$ cat src/verilog/buck_seq_pkg.sv
package buck_seq_pkg;

   // timebase
   localparam int CLK_PERIOD_NS = 5;
   localparam int OSC_PERIOD_NS = 1000;
   localparam int OSC_CYC = OSC_PERIOD_NS / CLK_PERIOD_NS;
   localparam int SYNC_LOSS_PERIODS = 4;
   localparam int SYNC_LOSS_CYC = SYNC_LOSS_PERIODS * OSC_CYC;
   localparam int DEAD_TIME_NS = 10;
   localparam int DEAD_CYC = (DEAD_TIME_NS + CLK_PERIOD_NS - 1) / CLK_PERIOD_NS;
   localparam int SOFT_STEP_US = 250;
   localparam int SOFT_STEP_CYC = SOFT_STEP_US * 1000 / CLK_PERIOD_NS;
   localparam int LBO_MASK_US = 500;
   localparam int LBO_MASK_CYC = LBO_MASK_US * 1000 / CLK_PERIOD_NS;
   localparam int PG_DELAY_US = 250;
   localparam int PG_DELAY_CYC = PG_DELAY_US * 1000 / CLK_PERIOD_NS;
   localparam int PSAVE_ENTRY_CYCLES = 32;

   // counter widths
   localparam int TIMER_W = 17;
   localparam int OSC_W = 10;
   localparam int DEAD_W = 4;
   localparam int LIGHT_W = 6;

   // current limit codes: 300 mA, 600 mA, 1200 mA, 2.4 A
   localparam logic [1:0] ILIM_300MA = 2'h0;
   localparam logic [1:0] ILIM_600MA = 2'h1;
   localparam logic [1:0] ILIM_1200MA = 2'h2;
   localparam logic [1:0] ILIM_2400MA = 2'h3;

   // register map
   localparam logic [11:0] CTRL_ADDR = 12'h000;
   localparam logic [11:0] STATUS_ADDR = 12'h004;
   localparam logic [31:0] CTRL_RESET = 32'h00000000;
   localparam int CTRL_ENHANCED_BIT = 0;
   localparam int CTRL_FORCE_PWM_BIT = 1;
   localparam int STAT_STATE_LSB = 0;
   localparam int STAT_LOCK_BIT = 8;
   localparam int STAT_PFM_BIT = 9;
   localparam int STAT_LOWBAT_BIT = 10;
   localparam int STAT_INREG_BIT = 11;
   localparam int STAT_STEP_LSB = 12;
   localparam int STAT_PREBIAS_BIT = 14;

   typedef enum logic [5:0] {
      ST_SHUTDOWN = 6'b000001,
      ST_BATT_WAIT = 6'b000010,
      ST_INPUT_UNDERVOLTAGE_LOCK = 6'b000100,
      ST_THERMAL = 6'b001000,
      ST_SOFT_START = 6'b010000,
      ST_RUN = 6'b100000
   } seq_state_t;

   typedef enum logic [4:0] {
      PH_OFF = 5'b00001,
      PH_DEAD_H = 5'b00010,
      PH_HIGH = 5'b00100,
      PH_DEAD_L = 5'b01000,
      PH_LOW = 5'b10000
   } sw_phase_t;

endpackage

$ cat src/verilog/buck_converter_mode_sequencer.sv
// Overview of operation
// enable low shuts everything down; the code keeps referenceOn high while overTemp is high
// shutdown: battery flag floats, regulation held low
// thermal shutdown keeps bandgap reference powered
// enable starts through soft start
// battery below trip drives flag low
// battery flag masked first 500 us
// battery detection off while disabled
// enhanced: only bandgap until battery above trip
// enhanced: battery above trip enables switching
// regulation valid 250 us after enable
// regulation released when output above 98.4%
// undervoltage lock blocks both power switches
// no external clock: internal 1 MHz
// first sync rising edge takes over timing
// four silent cycles return to internal
// synchronized: forced PWM, no power save
// sync low allows power save
// overtemperature: FETs off, regulation floats
// soft start limit 300/600/1200 mA, 2.4 A
// prebias: rectifier off until ramp passes
// sync high: permanent PWM, rectifier stays on
// clock edge starts high side cycle
// power save after 32 light cycles
// never both gates, dead time between
// soft start restarts after every exit
`timescale 1ns/1ps
`default_nettype none

module buck_converter_mode_sequencer
   import buck_seq_pkg::*;
#(
   parameter int SOFT_STEP_CYCLES = buck_seq_pkg::SOFT_STEP_CYC,
   parameter int LBO_MASK_CYCLES = buck_seq_pkg::LBO_MASK_CYC,
   parameter int PG_DELAY_CYCLES = buck_seq_pkg::PG_DELAY_CYC
) (
   input wire logic ref_clk,
   input wire logic reset,
   input wire logic psel,
   input wire logic penable,
   input wire logic pwrite,
   input wire logic [11:0] paddr,
   input wire logic [31:0] pwdata,
   output logic [31:0] prdata,
   output logic pready,
   output logic pslverr,
   input wire logic enable,
   input wire logic syncIn,
   input wire logic batterySenseInput,
   input wire logic inputUndervoltageLock,
   input wire logic overTemp,
   input wire logic outputGood,
   input wire logic regulationTrip,
   input wire logic currentLimitTrip,
   input wire logic lightLoad,
   input wire logic rampAbovePrebias,
   input wire logic inductorZero,
   input wire logic outputBelowNominal,
   output logic highSideGate,
   output logic lowSideGate,
   output logic [1:0] currentLimitSel,
   output logic referenceOn,
   output logic oscillatorOn,
   output logic lowBatteryFlagOut,
   output logic lowBatteryFlagOutEn,
   output logic outputInRegulation,
   output logic outputInRegulationEn
);
   import buck_seq_pkg::*;

   ////////////////////////////////////////////////////////////////////////////
   // pin synchronisers
   localparam int NPIN = 12;
   logic [NPIN-1:0] pinRaw;
   logic [NPIN-1:0] pinMeta_reg;
   logic [NPIN-1:0] pinSync_reg;
   logic syncPrev_reg;
   logic enS, syncS, battS, uvloS, hotS, goodS, regTripS, limTripS;
   logic lightS, rampS, zeroS, belowS;

   assign pinRaw = {outputBelowNominal, inductorZero, rampAbovePrebias, lightLoad,
                    currentLimitTrip, regulationTrip, outputGood, overTemp,
                    inputUndervoltageLock, batterySenseInput, syncIn, enable};

   always_ff @(posedge ref_clk) begin
      if (reset) begin
         pinMeta_reg <= '0;
         pinSync_reg <= '0;
         syncPrev_reg <= 1'b0;
      end else begin
         pinMeta_reg <= pinRaw;
         pinSync_reg <= pinMeta_reg;
         syncPrev_reg <= pinSync_reg[1];
      end
   end

   assign {belowS, zeroS, rampS, lightS, limTripS, regTripS, goodS, hotS,
           uvloS, battS, syncS, enS} = pinSync_reg;

   ////////////////////////////////////////////////////////////////////////////
   // control register
   logic [31:0] ctrl_reg;
   logic enhanced, forcePwm;

   assign enhanced = ctrl_reg[CTRL_ENHANCED_BIT];
   assign forcePwm = ctrl_reg[CTRL_FORCE_PWM_BIT];

   ////////////////////////////////////////////////////////////////////////////
   // sequencer state
   seq_state_t state_reg, state_next;
   logic [1:0] softStep_reg;
   logic [TIMER_W-1:0] stepTimer_reg;
   logic stepDone, switchActive;

   assign stepDone = (stepTimer_reg == TIMER_W'(SOFT_STEP_CYCLES - 1));
   assign switchActive = (state_reg == ST_SOFT_START) || (state_reg == ST_RUN);

   always_comb begin
      state_next = state_reg;
      if (!enS) begin
         state_next = ST_SHUTDOWN;
      end else if (hotS) begin
         state_next = ST_THERMAL;
      end else if (uvloS) begin
         state_next = ST_INPUT_UNDERVOLTAGE_LOCK;
      end else if (enhanced && !battS) begin
         state_next = ST_BATT_WAIT;
      end else begin
         case (state_reg)
            ST_SOFT_START: begin
               if (stepDone && softStep_reg == ILIM_1200MA) begin
                  state_next = ST_RUN;
               end
            end
            ST_RUN: begin
               state_next = ST_RUN;
            end
            default: begin
               state_next = ST_SOFT_START;
            end
         endcase
      end
   end

   always_ff @(posedge ref_clk) begin
      if (reset) begin
         state_reg <= ST_SHUTDOWN;
      end else begin
         state_reg <= state_next;
      end
   end

   always_ff @(posedge ref_clk) begin
      if (reset) begin
         softStep_reg <= ILIM_300MA;
         stepTimer_reg <= '0;
      end else if (!switchActive) begin
         softStep_reg <= ILIM_300MA;
         stepTimer_reg <= '0;
      end else if (state_reg == ST_SOFT_START) begin
         if (stepDone) begin
            softStep_reg <= softStep_reg + 2'h1;
            stepTimer_reg <= '0;
         end else begin
            stepTimer_reg <= stepTimer_reg + TIMER_W'(1);
         end
      end
   end

   ////////////////////////////////////////////////////////////////////////////
   // clock source: internal oscillator or external sync
   logic [OSC_W-1:0] oscCnt_reg;
   logic [OSC_W-1:0] lossCnt_reg;
   logic extLocked_reg;
   logic syncEdge, oscWrap, cycleTick;

   assign syncEdge = syncS && !syncPrev_reg;
   assign oscWrap = (oscCnt_reg == OSC_W'(OSC_CYC - 1));
   assign cycleTick = extLocked_reg ? syncEdge : oscWrap;

   always_ff @(posedge ref_clk) begin
      if (reset) begin
         oscCnt_reg <= '0;
      end else if (state_reg == ST_SHUTDOWN || syncEdge || oscWrap) begin
         oscCnt_reg <= '0;
      end else begin
         oscCnt_reg <= oscCnt_reg + OSC_W'(1);
      end
   end

   always_ff @(posedge ref_clk) begin
      if (reset) begin
         extLocked_reg <= 1'b0;
         lossCnt_reg <= '0;
      end else if (syncEdge) begin
         extLocked_reg <= 1'b1;
         lossCnt_reg <= '0;
      end else if (extLocked_reg) begin
         if (lossCnt_reg == OSC_W'(SYNC_LOSS_CYC - 1)) begin
            extLocked_reg <= 1'b0;
            lossCnt_reg <= '0;
         end else begin
            lossCnt_reg <= lossCnt_reg + OSC_W'(1);
         end
      end
   end

   ////////////////////////////////////////////////////////////////////////////
   // mode selection: forced PWM or power save
   logic [LIGHT_W-1:0] lightCnt_reg;
   logic pfmMode_reg;
   logic psAllowed;

   // sync high or locked keeps PWM; sync low permits power save
   assign psAllowed = !extLocked_reg && !syncS && !forcePwm;

   always_ff @(posedge ref_clk) begin
      if (reset) begin
         lightCnt_reg <= '0;
      end else if (!lightS || !psAllowed || !switchActive) begin
         lightCnt_reg <= '0;
      end else if (cycleTick && lightCnt_reg != LIGHT_W'(PSAVE_ENTRY_CYCLES)) begin
         lightCnt_reg <= lightCnt_reg + LIGHT_W'(1);
      end
   end

   always_ff @(posedge ref_clk) begin
      if (reset) begin
         pfmMode_reg <= 1'b0;
      end else begin
         pfmMode_reg <= psAllowed && (lightCnt_reg == LIGHT_W'(PSAVE_ENTRY_CYCLES));
      end
   end

   ////////////////////////////////////////////////////////////////////////////
   // per-cycle switch timing
   sw_phase_t phase_reg;
   logic [DEAD_W-1:0] deadCnt_reg;
   logic prebiasDone_reg;
   logic deadDone;

   assign deadDone = (deadCnt_reg == DEAD_W'(DEAD_CYC - 1));

   always_ff @(posedge ref_clk) begin
      if (reset) begin
         prebiasDone_reg <= 1'b0;
      end else if (!switchActive) begin
         prebiasDone_reg <= 1'b0;
      end else if (rampS) begin
         prebiasDone_reg <= 1'b1;
      end
   end

   always_ff @(posedge ref_clk) begin
      if (reset) begin
         phase_reg <= PH_OFF;
         deadCnt_reg <= '0;
         highSideGate <= 1'b0;
         lowSideGate <= 1'b0;
      end else if (!switchActive) begin
         phase_reg <= PH_OFF;
         deadCnt_reg <= '0;
         highSideGate <= 1'b0;
         lowSideGate <= 1'b0;
      end else begin
         case (phase_reg)
            PH_OFF: begin
               if (pfmMode_reg ? belowS : cycleTick) begin
                  phase_reg <= PH_DEAD_H;
                  deadCnt_reg <= '0;
               end
            end
            PH_DEAD_H: begin
               if (deadDone) begin
                  highSideGate <= 1'b1;
                  phase_reg <= PH_HIGH;
               end else begin
                  deadCnt_reg <= deadCnt_reg + DEAD_W'(1);
               end
            end
            PH_HIGH: begin
               // no trip before the next edge keeps the switch on: 100% duty
               if (regTripS || limTripS) begin
                  highSideGate <= 1'b0;
                  phase_reg <= PH_DEAD_L;
                  deadCnt_reg <= '0;
               end
            end
            PH_DEAD_L: begin
               if (!pfmMode_reg && cycleTick) begin
                  phase_reg <= PH_DEAD_H;
                  deadCnt_reg <= '0;
               end else if (deadDone) begin
                  lowSideGate <= prebiasDone_reg;
                  phase_reg <= prebiasDone_reg ? PH_LOW : PH_OFF;
               end else begin
                  deadCnt_reg <= deadCnt_reg + DEAD_W'(1);
               end
            end
            PH_LOW: begin
               if (pfmMode_reg) begin
                  if (zeroS) begin
                     lowSideGate <= 1'b0;
                     phase_reg <= PH_OFF;
                  end
               end else if (cycleTick) begin
                  lowSideGate <= 1'b0;
                  phase_reg <= PH_DEAD_H;
                  deadCnt_reg <= '0;
               end
            end
            default: begin
               phase_reg <= PH_OFF;
               highSideGate <= 1'b0;
               lowSideGate <= 1'b0;
            end
         endcase
      end
   end

   ////////////////////////////////////////////////////////////////////////////
   // analog enables and current limit
   always_ff @(posedge ref_clk) begin
      if (reset) begin
         referenceOn <= 1'b0;
         oscillatorOn <= 1'b0;
         currentLimitSel <= ILIM_300MA;
      end else begin
         referenceOn <= enS || hotS;
         oscillatorOn <= switchActive && !extLocked_reg;
         currentLimitSel <= (state_reg == ST_RUN) ? ILIM_2400MA : softStep_reg;
      end
   end

   ////////////////////////////////////////////////////////////////////////////
   // low-battery flag and output-in-regulation
   logic [TIMER_W-1:0] lboTimer_reg;
   logic [TIMER_W-1:0] pgTimer_reg;
   logic lboValid, pgValid;

   assign lboValid = (lboTimer_reg == TIMER_W'(LBO_MASK_CYCLES));
   assign pgValid = (pgTimer_reg == TIMER_W'(PG_DELAY_CYCLES));

   always_ff @(posedge ref_clk) begin
      if (reset) begin
         lboTimer_reg <= '0;
         pgTimer_reg <= '0;
      end else begin
         if (!enS) begin
            lboTimer_reg <= '0;
         end else if (!lboValid) begin
            lboTimer_reg <= lboTimer_reg + TIMER_W'(1);
         end
         if (!enS || uvloS) begin
            pgTimer_reg <= '0;
         end else if (!pgValid) begin
            pgTimer_reg <= pgTimer_reg + TIMER_W'(1);
         end
      end
   end

   always_ff @(posedge ref_clk) begin
      if (reset) begin
         lowBatteryFlagOut <= 1'b0;
         lowBatteryFlagOutEn <= 1'b0;
         outputInRegulation <= 1'b0;
         outputInRegulationEn <= 1'b1;
      end else begin
         lowBatteryFlagOut <= 1'b0;
         outputInRegulation <= 1'b0;
         lowBatteryFlagOutEn <= enS && lboValid && !battS;
         if (!enS) begin
            outputInRegulationEn <= 1'b1;
         end else if (state_reg == ST_THERMAL) begin
            outputInRegulationEn <= 1'b0;
         end else if (!pgValid) begin
            outputInRegulationEn <= 1'b1;
         end else begin
            outputInRegulationEn <= !goodS;
         end
      end
   end

   ////////////////////////////////////////////////////////////////////////////
   // APB slave
   logic [31:0] statusWord;
   logic [31:0] readMux;
   logic mapped, setup, accessDone;

   assign setup = psel && !penable;
   assign accessDone = psel && penable && pready;
   assign mapped = (paddr == CTRL_ADDR) || (paddr == STATUS_ADDR);

   always_comb begin
      statusWord = 32'h00000000;
      statusWord[STAT_STATE_LSB +: 6] = state_reg;
      statusWord[STAT_LOCK_BIT] = extLocked_reg;
      statusWord[STAT_PFM_BIT] = pfmMode_reg;
      statusWord[STAT_LOWBAT_BIT] = lowBatteryFlagOutEn;
      statusWord[STAT_INREG_BIT] = !outputInRegulationEn;
      statusWord[STAT_STEP_LSB +: 2] = currentLimitSel;
      statusWord[STAT_PREBIAS_BIT] = prebiasDone_reg;
   end

   always_comb begin
      if (paddr == CTRL_ADDR) begin
         readMux = ctrl_reg;
      end else if (paddr == STATUS_ADDR) begin
         readMux = statusWord;
      end else begin
         readMux = 32'h00000000;
      end
   end

   always_ff @(posedge ref_clk) begin
      if (reset) begin
         pready <= 1'b0;
         pslverr <= 1'b0;
         prdata <= 32'h00000000;
      end else begin
         pready <= setup;
         pslverr <= setup && !mapped;
         prdata <= (setup && !pwrite) ? readMux : 32'h00000000;
      end
   end

   always_ff @(posedge ref_clk) begin
      if (reset) begin
         ctrl_reg <= CTRL_RESET;
      end else if (accessDone && pwrite && paddr == CTRL_ADDR) begin
         ctrl_reg <= {30'h0, pwdata[CTRL_FORCE_PWM_BIT], pwdata[CTRL_ENHANCED_BIT]};
      end
   end

endmodule

`default_nettype wire

$ cat config.mk
export PLATFORM = sky130hd
export DESIGN_NAME = buck_converter_mode_sequencer
export DESIGN_NICKNAME = d
export VERILOG_FILES = /design/src/verilog/buck_seq_pkg.sv /design/src/verilog/buck_converter_mode_sequencer.sv
export SDC_FILE = /design/constraint.sdc
export NUM_CORES = 1
export LEC_CHECK = 0
export CAP_MARGIN = 40
export CORE_UTILIZATION = 35
export DETAILED_ROUTE_END_ITERATION = 6
export DONT_BUFFER_PORTS = 1
export GPL_ROUTABILITY_DRIVEN = 0
export PLACE_DENSITY_LB_ADDON = 0.05
export SYNTH_ARGS = -nofsm -noshare
export SYNTH_HDL_FRONTEND = slang
export SYNTH_SLANG_ARGS = --single-unit
$ cat constraint.sdc
create_clock -name ref_clk -period 2.5 [get_ports ref_clk]
set_clock_uncertainty 0.05 [all_clocks]
set_input_delay 0.125 -clock ref_clk [delete_from_list [all_inputs] [get_ports ref_clk]]
set_output_delay 0.125 -clock ref_clk [all_outputs]
set_load 0.03 [all_outputs]
-- Word-level counts from Yosys, hierarchy flattened
Cells that the tools add are included.
- flip-flop bits (word level): 147
- bits of input ports: 61
- output and inout port bits: 44
- word-level logic and storage cells: 183
- add/sub/neg operators: 8
- eq/ne operators: 33
- multiplexer cells: 43
- bitwise operators: 6
- reduce and logical (&&, ||, !) cells: 62
- operators by type and width (operator ; number):
    $add A17 B1 Y17 const B ; 3
    $mux W5 ; 9
    $mux W4 ; 9
    $eq A17 B16 Y1 const B ; 2
    $pmux W5 S5 ; 1
    $add A10 B1 Y10 const B ; 2
    $pmux W4 S5 ; 1
    $logic_and A1 B1 Y1 ; 18
    $eq A17 B17 Y1 const B ; 1
    $mux W17 ; 1
    $ne A2 B2 Y1 const B ; 8
    $logic_not A1 Y1 ; 15
    $mux W1 ; 14
    $reduce_or A2 Y1 ; 7
    $eq A12 B3 Y1 const B ; 1
    $eq A6 B6 Y1 const B ; 2
    $logic_not A12 Y1 ; 1
    $ne A3 B3 Y1 const B ; 4
    $pmux W6 S2 ; 1
    $eq A10 B10 Y1 const B ; 1
    $eq A10 B8 Y1 const B ; 1
    $mux W10 ; 1
    $reduce_and A5 Y1 ; 2
    $logic_or A1 B1 Y1 ; 9
    27 further kinds ; 38

-- Longest topological paths before layout
Gate-level depths: netlist (run 1).
- word-level depth: 7
- gate-level depth with buffers: 7
- gate-level depth less buffers: 7

-- Worst setup path after synthesis (run 1)
OpenSTA, ideal clock, no wires.
- path type: register to register
- start: register phase_reg[3]
- end: register deadCnt_reg[2]
- library setup time: 0.144 ns
- arrival: 2.074 ns
- required time: 2.306 ns
- setup slack: 0.232 ns
- cell stages (with the launch flop): 8
- path buffers: 2
- period minus slack after synthesis: 2.268 ns
- cell sequence: dfxtp_1 -> buf_2 -> or4b_1 -> or2_2 -> clkbuf_1 -> and4_1 -> a311oi_1 -> a32oi_1
- cells in the longest elaborated chain, start to end: 3
- elaborated cells between the ends (all ways): 12
- those cells by class: eq/ne (9); mux (1); reduce/logical (2)
- ends and longest elaborated chain (item ; RTL line ; source):
    start: declaration ; buck_converter_mode_sequencer.sv:237 ; sw_phase_t phase_reg;
    start signal: assignment ; buck_converter_mode_sequencer.sv:295 ; phase_reg <= prebiasDone_reg ? PH_LOW : PH_OFF;
    $eq A5 B5 Y1 (tied with other cells) ; buck_converter_mode_sequencer.sv:266 ; case (phase_reg)
    $reduce_bool A5 Y1 (no line) / $ne A2 B2 Y1 (equally long branches) ; - ;
    $reduce_and A5 Y1 (no line) ; - ;
    end signal: assignment ; buck_converter_mode_sequencer.sv:278 ; deadCnt_reg <= deadCnt_reg + DEAD_W'(1);
    end signal: assignment ; buck_converter_mode_sequencer.sv:297 ; deadCnt_reg <= deadCnt_reg + DEAD_W'(1);
    end: declaration ; buck_converter_mode_sequencer.sv:238 ; logic [DEAD_W-1:0] deadCnt_reg;
Parallel ways exist; a longest one is shown, timed or not.
A chain may end at the register's enable or synchronous reset.

-- Final worst setup path (run 1)
- start: register oscCnt_reg[3]
- end: register lightCnt_reg[1]
- cells in the longest elaborated chain, start to end: 3
- ends and longest elaborated chain (item ; RTL line ; source):
    start: declaration ; buck_converter_mode_sequencer.sv:172 ; logic [OSC_W-1:0] oscCnt_reg;
    start signal: assignment ; buck_converter_mode_sequencer.sv:187 ; oscCnt_reg <= oscCnt_reg + OSC_W'(1);
    $eq A10 B8 Y1 ; buck_converter_mode_sequencer.sv:178 ; assign oscWrap = (oscCnt_reg == OSC_W'(OSC_CYC - 1));
    $mux W1 ; buck_converter_mode_sequencer.sv:179 ; assign cycleTick = extLocked_reg ? syncEdge : oscWrap;
    $logic_and A1 B1 Y1 ; buck_converter_mode_sequencer.sv:222 ; end else if (cycleTick && lightCnt_reg != LIGHT_W'(PSAVE_ENTRY_CYCLES)) begin
    end signal: assignment ; buck_converter_mode_sequencer.sv:223 ; lightCnt_reg <= lightCnt_reg + LIGHT_W'(1);
    end: declaration ; buck_converter_mode_sequencer.sv:210 ; logic [LIGHT_W-1:0] lightCnt_reg;
Every way passes these cells.

==> results of run 1 <==
==> final cells by class <==
cell class              count  area [µm²]  share of cell area
repair buffers             48       435.4             0.05865
clock buffers              24       491.7             0.06623
inverters                  28       105.1             0.01416
flip-flops and latches    147        2943              0.3964
multi-input cells         505        3068              0.4132
clock inverters             8       100.1             0.01348
well taps                 225       281.5             0.03792
==> per-layer routing <==
metal	vias up	share of wire	global-route usage
met4	0	0.011	0.05185
met2	72	0.46	0.2496
li1	2454	-	-
met5	-	0	0
met3	13	0.038	0.04549
met1	2235	0.49	0.2057
==> synth_stat cells, drive strengths merged (2+ instances only) <==
master / number
nand2: 39
xnor2: 32
mux2i: 10
xor2: 34
nor2: 114
nor2b: 30
nor4b: 3
and2: 11
inv: 28
o31ai: 2
or2: 7
nor3: 20
clkbuf: 11
o221ai: 2
a211o: 2
nor3b: 6
a21oi: 15
nor4bb: 2
o2111ai: 2
a311oi: 3
o211ai: 2
a31oi: 3
o21ai: 8
nand4: 20
nor4: 14
o21a: 2
or3b: 3
a32oi: 4
dfxtp: 147
and4: 6
nand2b: 4
a211oi: 6
nand3: 31
buf: 31
and3: 10
ha: 12
or3: 7
or4: 6
==> metrics by stage <==
| step | setup slack [ps] | util | hold WS, ps | total power [mW] | area, µm² |
|---|---|---|---|---|---|
| 3_5_place_dp | 133.1 | 0.3768 | 155.5 | 2.550 | 6563 |
| 5_1_grt | 38.22 | 0.4263 | 39.85 | 5.245 | 7425 |
| 3_3_place_gp | 168.5 | 0.3768 | 152.6 | 2.550 | 6563 |
| 4_1_cts | 120.1 | 0.4263 | 1.411 | 5.143 | 7425 |
| 6_report | 134.2 | 0.4263 | 34.55 | 5.062 | 7425 |
| 2_1_floorplan | 232.1 | - | 165.7 | 2.559 | 6365 |
==> worst paths after layout <==
check                            start                      endpoint  slack [ps]  depth (start not counted)
min                              reset       oscillatorOn$_SDFF_PP0_          30                          2
min reg2reg  pinMeta_reg[3]$_SDFF_PP0_     pinSync_reg[3]$_SDFF_PP0_         390                          1
max reg2reg   oscCnt_reg[3]$_SDFF_PP0_  lightCnt_reg[1]$_SDFFE_PP0P_         130                          5
max           oscCnt_reg[3]$_SDFF_PP0_  lightCnt_reg[1]$_SDFFE_PP0P_         130                          5
==> power by group through the flow <==
stage | clock, mW | sequential [mW] | combinational (mW)
floorplan | 0 | 2.43 | 0.126
CTS | 2.60 | 2.39 | 0.152
finish | 2.52 | 2.39 | 0.151
detailed placement | 0 | 2.44 | 0.112
global placement | 0 | 2.44 | 0.112
global route | 2.69 | 2.39 | 0.165
==> worst max-delay path: stages, from the launching register on <==
cell,delay (ps)
dfxtp_1,340
or4_4,570
or4_1,650
a21oi_1,360
mux2i_1,230
nor2_1,50
==> kinds of logic after synthesis <==
family / synth area share
AOI/OAI and AO/OA: 0.06744
muxes: 0.01591
xor gates and xnor gates: 0.09190
adders and majority gates: 0.02387
other: 0.0005962
buffers and inverters: 0.05630
and+or+nand+nor: 0.2761
DFF: 0.4679
==> what timing repair did <==
action	in CTS	in global routing
hold endpoints to repair	42	0
hold buffers	26	0
buffers inserted	0	0
==> impl_results.md, run 1 <==
* Synth Cell Area at between 6000 and 7000 µm²
* Die Outline Area at between 15,000 and 20,000 µm²
* RSZ-0062 raised after global routing: no
* Most frequent cells in the layout: dfxtp_1, nor2_1, nand2_1
* Crit path launch type: flop
* DRT Wirelength at between 10,000 and 15,000 µm
* Warnings from Yosys at 0
* Crit Path Category: flop to flop
* Grt ovf at 0
* Post-Syn Instances at around 700
* H-tree depth at 4
* I/O pin cnt at approximately 110
* Count of antenna diodes in the layout at 0
* Die Y at about 140 µm
* Number of synthesized flops with an enable pin at 0
* Pin count of the biggest net entering global routing at 35
* Core area at around 17,000 µm²
* Final hold violations at 0
* CP arrival at ~2600 ps
* Final Instance Count excl. Fillers at a little under 1,000
* CTS Buffer Depth at 2
* Cells after DPL at around 930
* Initial antenna violation count at 0
* Synth cell types at 56
* Slew headroom at 0.5162
* Post-CTS Resized at 0
* Clock Latency Late Sink at around 410 ps
* CTS root buf: clkbuf_16
* CP endpoint kind: flop
* Sw Ratio at 0.2099
* Worst Path Max Fanout at 6
* Most common cell after layout, fill and taps aside: dfxtp_1
* Max_cap viols at 0
* Synth Area per Inst at ~9.0 µm²
* Row cnt at 48
* Top cell type's share of synthesized area at 0.4679
* Initial Utilization at 0.3611
* Seq/Total Area, Yosys at 0.4679
* Internal power at between 3 and 4 mW
* Die X-Extent at between 100 and 150 µm
* Fin crit share at 0.9463
* First-pass GRT wire length at ~23,000 µm
* Iteration-0 DRC Markers at roughly 290
* Most used DFF post-synth: dfxtp_1
* Share of post-route cells with drive strength above 1 at 0.08684
* Slew @ Worst Pin at between 700 and 800 ps
* Synth async-reset ratio at 0
* Status: finished, final reports clean
* CTS tree: done
* Leading area contributor after synthesis: dfxtp_1
* Max VDD drop at about 0.00047 V
* Slew Limit Fails at 0
* Clock network fraction of total power at 0.499
* Psw at between 1 and 1.5 mW
* Vias in the first global route at 4,570
* Detailed-route DRC error count at 0
* Fill cell count at roughly 1,800
* HPWL after DPL at around 9700 µm
* Synth area leaders: dfxtp_1, nor2_1, xor2_1, xnor2_1, nor2b_1
* Drt first pass iters at 6
* Avg WL per Cell at roughly 14 µm
* Routed via count at around 4,800
* Hold WC Path Type: primary input to flop
* Pwr Density at between 600 and 700 nW/µm²
* Gr usage total at 0.1580
* Nets at just over 800
* Seq pwr share at 0.471
* Post-route minimum period at approximately 2400 ps
* Worst EP required at around 2800 ps
* Achievable Freq at 422.7 MHz
* # setup viols final at 0
* Leak Pwr at about 2.5 nW
* CTS sink count at 147
* Clock transition at path regs at roughly 60 ps
* Post-route setup TNS at 0 ps
* Area grow syn2layout at 18.04%
* Total CTS buffers at 17
* IO Port Bufs at 0
* Via-to-Cell Ratio at 4.847
* #FFs+latches synth at around 150
* Combinational Power Share at 0.030
* Post-route ant nets at 0
No activity file was read; power rests on OpenSTA's default activity.
==> run 2: changes to the inputs <==
Settings changed: CAP_MARGIN 40 to not set, RECOVER_POWER set to 100.
==> run 2 against run 1 <==
Effect of this change:
- combinational power barely moved
- first-iteration DRC count shrank 3.1%
- cell count unchanged
- core utilization fell by 0.26 points
- routed wire length shrank 0.30%
- sequential power barely moved
- design area shrank 0.61%
- critical path depth unchanged
- power about the same
- sequential cell count unchanged
- worst hold slack got worse by 13 ps
==> impl_results.md, run 2 (same netlist as run 1, synthesis figures left out) <==
* Status: finished, final reports clean
* Critical Path Max Stage Delay at 630 ps (-20 ps)
* Initial Utilization at 0.3611 (unchanged)
* IO Port Bufs at 0 (unchanged)
* Worst EP required at 2750 ps (about the same)
* Delay-heaviest family, CP: simple AND/OR/NAND/NOR gates
* CTS tree: done
* Post-CTS Setup Repair Bufs at 0 (unchanged)
* Crit path launch type: flop
* Slew Limit Fails at 0 (unchanged)
* Nets at 820 (unchanged)
* Crit Path Category: flop to flop
* Max VDD drop at 0.0004739 V (about the same)
* Share of post-route cells with drive strength above 1 at 0.07500 (-0.01184)
* Fin crit share at 0.9402 (-0.006171)
* Area grow syn2layout at 17.33%
* CTS Buffer Depth at 2 (unchanged)
* Finished Core Util at 0.4237 (-0.002586)
* CP arrival at 2600 ps (about the same)
* Slowest-stage cell, CP: or4_1
* Routed via count at 4,757 (-0.36%)
* Hold path depth at 2 (unchanged)
* Fill cell count at 1,789 (+0.39%)
* Worst r2r path cells at 5 (unchanged)
* Initial antenna violation count at 0 (unchanged)
* CTS root buf: clkbuf_16
* CTS sink count at 147 (unchanged)
* RSZ-0062 raised after global routing: no
* Leak Pwr at 2.497 nW (-1.4%)
* Most common cell after layout, fill and taps aside: dfxtp_1
* Max_cap viols at 0 (unchanged)
* DP Area at 6563 µm² (unchanged)
* Clock Latency Late Sink at 410 ps (about the same)
* Post-route setup TNS at 0 ps (unchanged)
* Dpl ws at 133.1 ps (unchanged)
* Grt ovf at 0 (unchanged)
* Worst Path Max Fanout at 6 (unchanged)
* Slew @ Worst Pin at 1086 ps (+367.3 ps)
* Iteration-0 DRC Markers at 280 (-3.1%)
* Vias in the first global route at 4,570 (unchanged)
* Gr usage total at 0.1580 (unchanged)
* Most frequent cells in the layout: dfxtp_1, nor2_1, nand2_1
* Slew headroom at 0.2757 (-0.2405)
* Total CTS buffers at 17 (unchanged)
* Drt first pass iters at 6 (unchanged)
* I/O pin cnt at 105 (unchanged)
* Count of antenna diodes in the layout at 0 (unchanged)
* Achievable Freq at 425.5 MHz (+0.66%)
* Post-route cell area at 7380 µm² (-0.61%)
* Hold WC Path Type: primary input to flop
* HPWL after DPL at 9672 µm (unchanged)
* First-pass GRT wire length at 22,820 µm (unchanged)
* Die X-Extent at 136.1 µm (unchanged)
* H-tree depth at 4 (unchanged)
* Pwr Density at 685.8 nW/µm² (+0.59%)
* Die Y at 136.1 µm (unchanged)
* Detailed-route DRC error count at 0 (unchanged)
* Pin count of the biggest net entering global routing at 35 (unchanged)
* Total power at 5.061 mW (about the same)
* Avg WL per Cell at 13.94 µm (-0.30%)
* Clock transition at path regs at 60 ps (about the same)
* Final hold violations at 0 (unchanged)
* Via-to-Cell Ratio at 4.829 (-0.36%)
* Post-route minimum period at 2350 ps (-15.43 ps)
* CP endpoint kind: flop
* DRT Wirelength at 13,730 µm (-0.30%)
* # setup viols final at 0 (unchanged)
* Final setup margin at 149.6 ps (+15.43 ps)
* Die Outline Area at 18,510 µm² (unchanged)
* Post-route ant nets at 0 (unchanged)
* CP cell instances: or4_4 -> or4_1 -> a2111oi_2 -> xnor2_1 -> nor2_1
* Core area at 17,420 µm² (unchanged)
* WP buf/inv at 0 (unchanged)
* Crit. path cell count at 5 (unchanged)
* Row cnt at 48 (unchanged)
run 2: final timing paths:
kind,from,to,slack (ps)
max,oscCnt_reg[3]$_SDFF_PP0_,lightCnt_reg[5]$_SDFFE_PP0P_,150
min,reset,oscillatorOn$_SDFF_PP0_,20
max reg2reg,oscCnt_reg[3]$_SDFF_PP0_,lightCnt_reg[5]$_SDFFE_PP0P_,150
min reg2reg,pinMeta_reg[3]$_SDFF_PP0_,pinSync_reg[3]$_SDFF_PP0_,390
run 2: layout make-up:
type	count	area, µm²	share of cell area
inverter	28	105.1	0.01424
sequential	147	2943	0.3988
clock buffer	24	491.7	0.06663
multi-input combinational	505	3055	0.4140
clock inverter	8	100.1	0.01356
tap	225	281.5	0.03815
timing repair buffer	48	402.9	0.05459
run 2: metal layers:
metal | up-vias | routed length [µm] | track usage
li1 | 2458 | - | -
met1 | 2208 | 6742 | 0.2057
met2 | 78 | 6304 | 0.2496
met3 | 13 | 531 | 0.04549
met4 | 0 | 154 | 0.05185
met5 | - | 0 | 0
run 2: timing repair:
| item | CTS | global route |
|---|---|---|
| gates resized for setup | 0 | 0 |
| hold buffers | 26 | 0 |
| endpoints found under the hold margin | 42 | 0 |
run 2: report_power, final:
| part | switching [mW] | internal [mW] | total [mW] |
|---|---|---|---|
| Sequential | 0.0172 | 2.37 | 2.39 |
| Clock | 0.951 | 1.57 | 2.53 |
| Combinational | 0.0946 | 0.0544 | 0.149 |
run 2: through the flow:
stage               hold slack, ps  cells
floorplan                    165.7    722
global placement             152.6    927
detailed placement           155.5    927
CTS                          1.411    985
global route                 36.27    985
finish                       21.31    985
==> run 3: changes to the inputs <==
Settings changed: GPL_TIMING_DRIVEN set to 0.
==> run 3 against run 2 <==
Effect of this change:
- core utilization increased by 0.57 points
- worst hold slack improved by 140 ps
- global-route usage increased by 0.37 points
- clock power decreased by 5%
- clock-buffer cell count decreased by 6
- critical path type unchanged
==> impl_results.md, run 3 (same netlist as run 1, synthesis figures left out) <==
* Status: finished, final reports clean
* Most common cell after layout, fill and taps aside: dfxtp_1
* Worst r2r path cells at 7 (+2)
* Finished Core Util at 0.4295 (+0.005747)
* Grt ovf at 0 (unchanged)
* DRT Wirelength at 13,850 µm (+0.83%)
* Slew Limit Fails at 0 (unchanged)
* Hold WC Path Type: primary input to flop
* DP Area at 6646 µm² (+1.3%)
* Final Instance Count excl. Fillers at 1,000 (+1.5%)
* IO Port Bufs at 0 (unchanged)
* Pin count of the biggest net entering global routing at 17 (-51%)
* Iteration-0 DRC Markers at 226 (-19%)
* Initial Utilization at 0.3611 (unchanged)
* CTS sink count at 147 (unchanged)
* H-tree depth at 4 (unchanged)
* Total CTS buffers at 17 (unchanged)
* Core area at 17,420 µm² (unchanged)
* Fill cell count at 1,808 (+1.1%)
* Die Outline Area at 18,510 µm² (unchanged)
* Worst EP required at 2780 ps (+30 ps)
* CP cell instances: buf_2 -> or4b_1 -> or2_2 -> clkbuf_1 -> o21ai_1 -> o221ai_1 -> a22oi_1
* Post-route ant nets at 0 (unchanged)
* Final hold violations at 0 (unchanged)
* CP arrival at 2710 ps (+110 ps)
* Worst Path Max Fanout at 10 (+4)
* Post-route minimum period at 2429 ps (+78.58 ps)
* Routed via count at 4,888 (+2.8%)
* Slew @ Worst Pin at 1177 ps (+90.70 ps)
* Hold path depth at 2 (unchanged)
* Via-to-Cell Ratio at 4.888 (+1.2%)
* Gr usage total at 0.1617 (+0.003699)
* Row cnt at 48 (unchanged)
* CP endpoint kind: flop
* Slowest-stage cell, CP: or4b_1
* Max_cap viols at 0 (unchanged)
* Initial antenna violation count at 0 (unchanged)
* Die X-Extent at 136.1 µm (unchanged)
* Avg WL per Cell at 13.85 µm (-0.68%)
* Vias in the first global route at 4,673 (+2.3%)
* Area grow syn2layout at 18.92%
* WHS at 157.1 ps (+135.7 ps)
* Max VDD drop at 0.0004910 V (+3.6%)
* Count of antenna diodes in the layout at 0 (unchanged)
* CTS tree: done
* Critical Path Max Stage Delay at 560 ps (-70 ps)
* Most frequent cells in the layout: dfxtp_1, nor2_1, nand2_1
* Slew headroom at 0.2086 (-0.06718)
* Post-route cell area at 7480 µm² (+1.4%)
* I/O pin cnt at 105 (unchanged)
* Die Y at 136.1 µm (unchanged)
* HPWL after DPL at 10,080 µm (+4.2%)
* Share of post-route cells with drive strength above 1 at 0.1045 (+0.02952)
* Crit path launch type: flop
* First-pass GRT wire length at 23,110 µm (+1.3%)
* Pwr Density at 662.7 nW/µm² (-3.4%)
* Clock Latency Late Sink at 430 ps (+20 ps)
* Leak Pwr at 2.532 nW (+1.4%)
* Cells after DPL at 947 (+2.2%)
* Achievable Freq at 411.7 MHz (-3.2%)
* RSZ-0062 raised after global routing: yes
* # setup viols final at 0 (unchanged)
* Detailed-route DRC error count at 0 (unchanged)
* Crit Path Category: flop to flop
* CTS root buf: clkbuf_16
* Nets at 835 (+1.8%)
* Clock transition at path regs at 60 ps (about the same)
* Drt first pass iters at 5 (-1)
* CTS Buffer Depth at 2 (unchanged)
* Fin crit share at 0.9716 (+0.03143)
==> run 3: where the power goes <==
| group | switching [mW] | internal (mW) |
|---|---|---|
| registers | 0.0175 | 2.37 |
| clock network | 1.07 | 1.33 |
| logic | 0.101 | 0.0707 |
| total | 1.19 | 3.76 |
==> run 3: path summary, 6_finish.rpt <==
path                                  start                           to  slack, ps
setup / recovery  phase_reg[3]$_SDFFE_PP0P_  deadCnt_reg[0]$_SDFFE_PP0P_         70
hold / removal                        reset    pinMeta_reg[7]$_SDFF_PP0_        160
setup reg to reg  phase_reg[3]$_SDFFE_PP0P_  deadCnt_reg[0]$_SDFFE_PP0P_         70
hold reg to reg   pinMeta_reg[4]$_SDFF_PP0_    pinSync_reg[4]$_SDFF_PP0_        390
==> run 3: layer usage <==
layer	wire length [µm]	vias up	track usage
met4	172	0	0.05556
met1	6410	2326	0.2039
met2	6741	69	0.2611
met5	0	-	0
met3	523	15	0.04810
li1	-	2478	-
==> run 3: cell type report <==
type	instances	area, µm²	share of cell area
Buffer	42	245.2	0.03279
Timing Repair Buffer	21	210.2	0.02810
Clock inverter	14	121.4	0.01623
Inverter	28	105.1	0.01405
Clock buffer	18	439.2	0.05872
Sequential cell	147	2943	0.3934
Tap cell	225	281.5	0.03764
Multi-Input combinational cell	505	3134	0.4190
==> run 3: metrics by stage <==
step	total power, mW	worst slack, ps	TNS [ps]
6_report	4.957	71.03	0
5_1_grt	5.166	-15.70	-19.56
4_1_cts	5.040	5.164	0
3_5_place_dp	2.584	-285.2	-3352
3_3_place_gp	2.583	-310.4	-3888
2_1_floorplan	2.559	232.1	0
==> run 3: what timing repair did <==
action,CTS,global route
gates cloned,0,0
setup endpoints to repair,20,20
hold buffers,21,0
buffers inserted,0,0
pin swaps,0,0
endpoints found under the hold margin,22,0
resized for setup,3,14
==> run 3: worst max-delay path, delay by kind of cell (launching register included) <==
family | cells | cell delay, ps
DFF | 1 | 300
AOI/OAI and AO/OA | 3 | 820
and+or+nand+nor | 2 | 850
buffers and inverters | 2 | 340
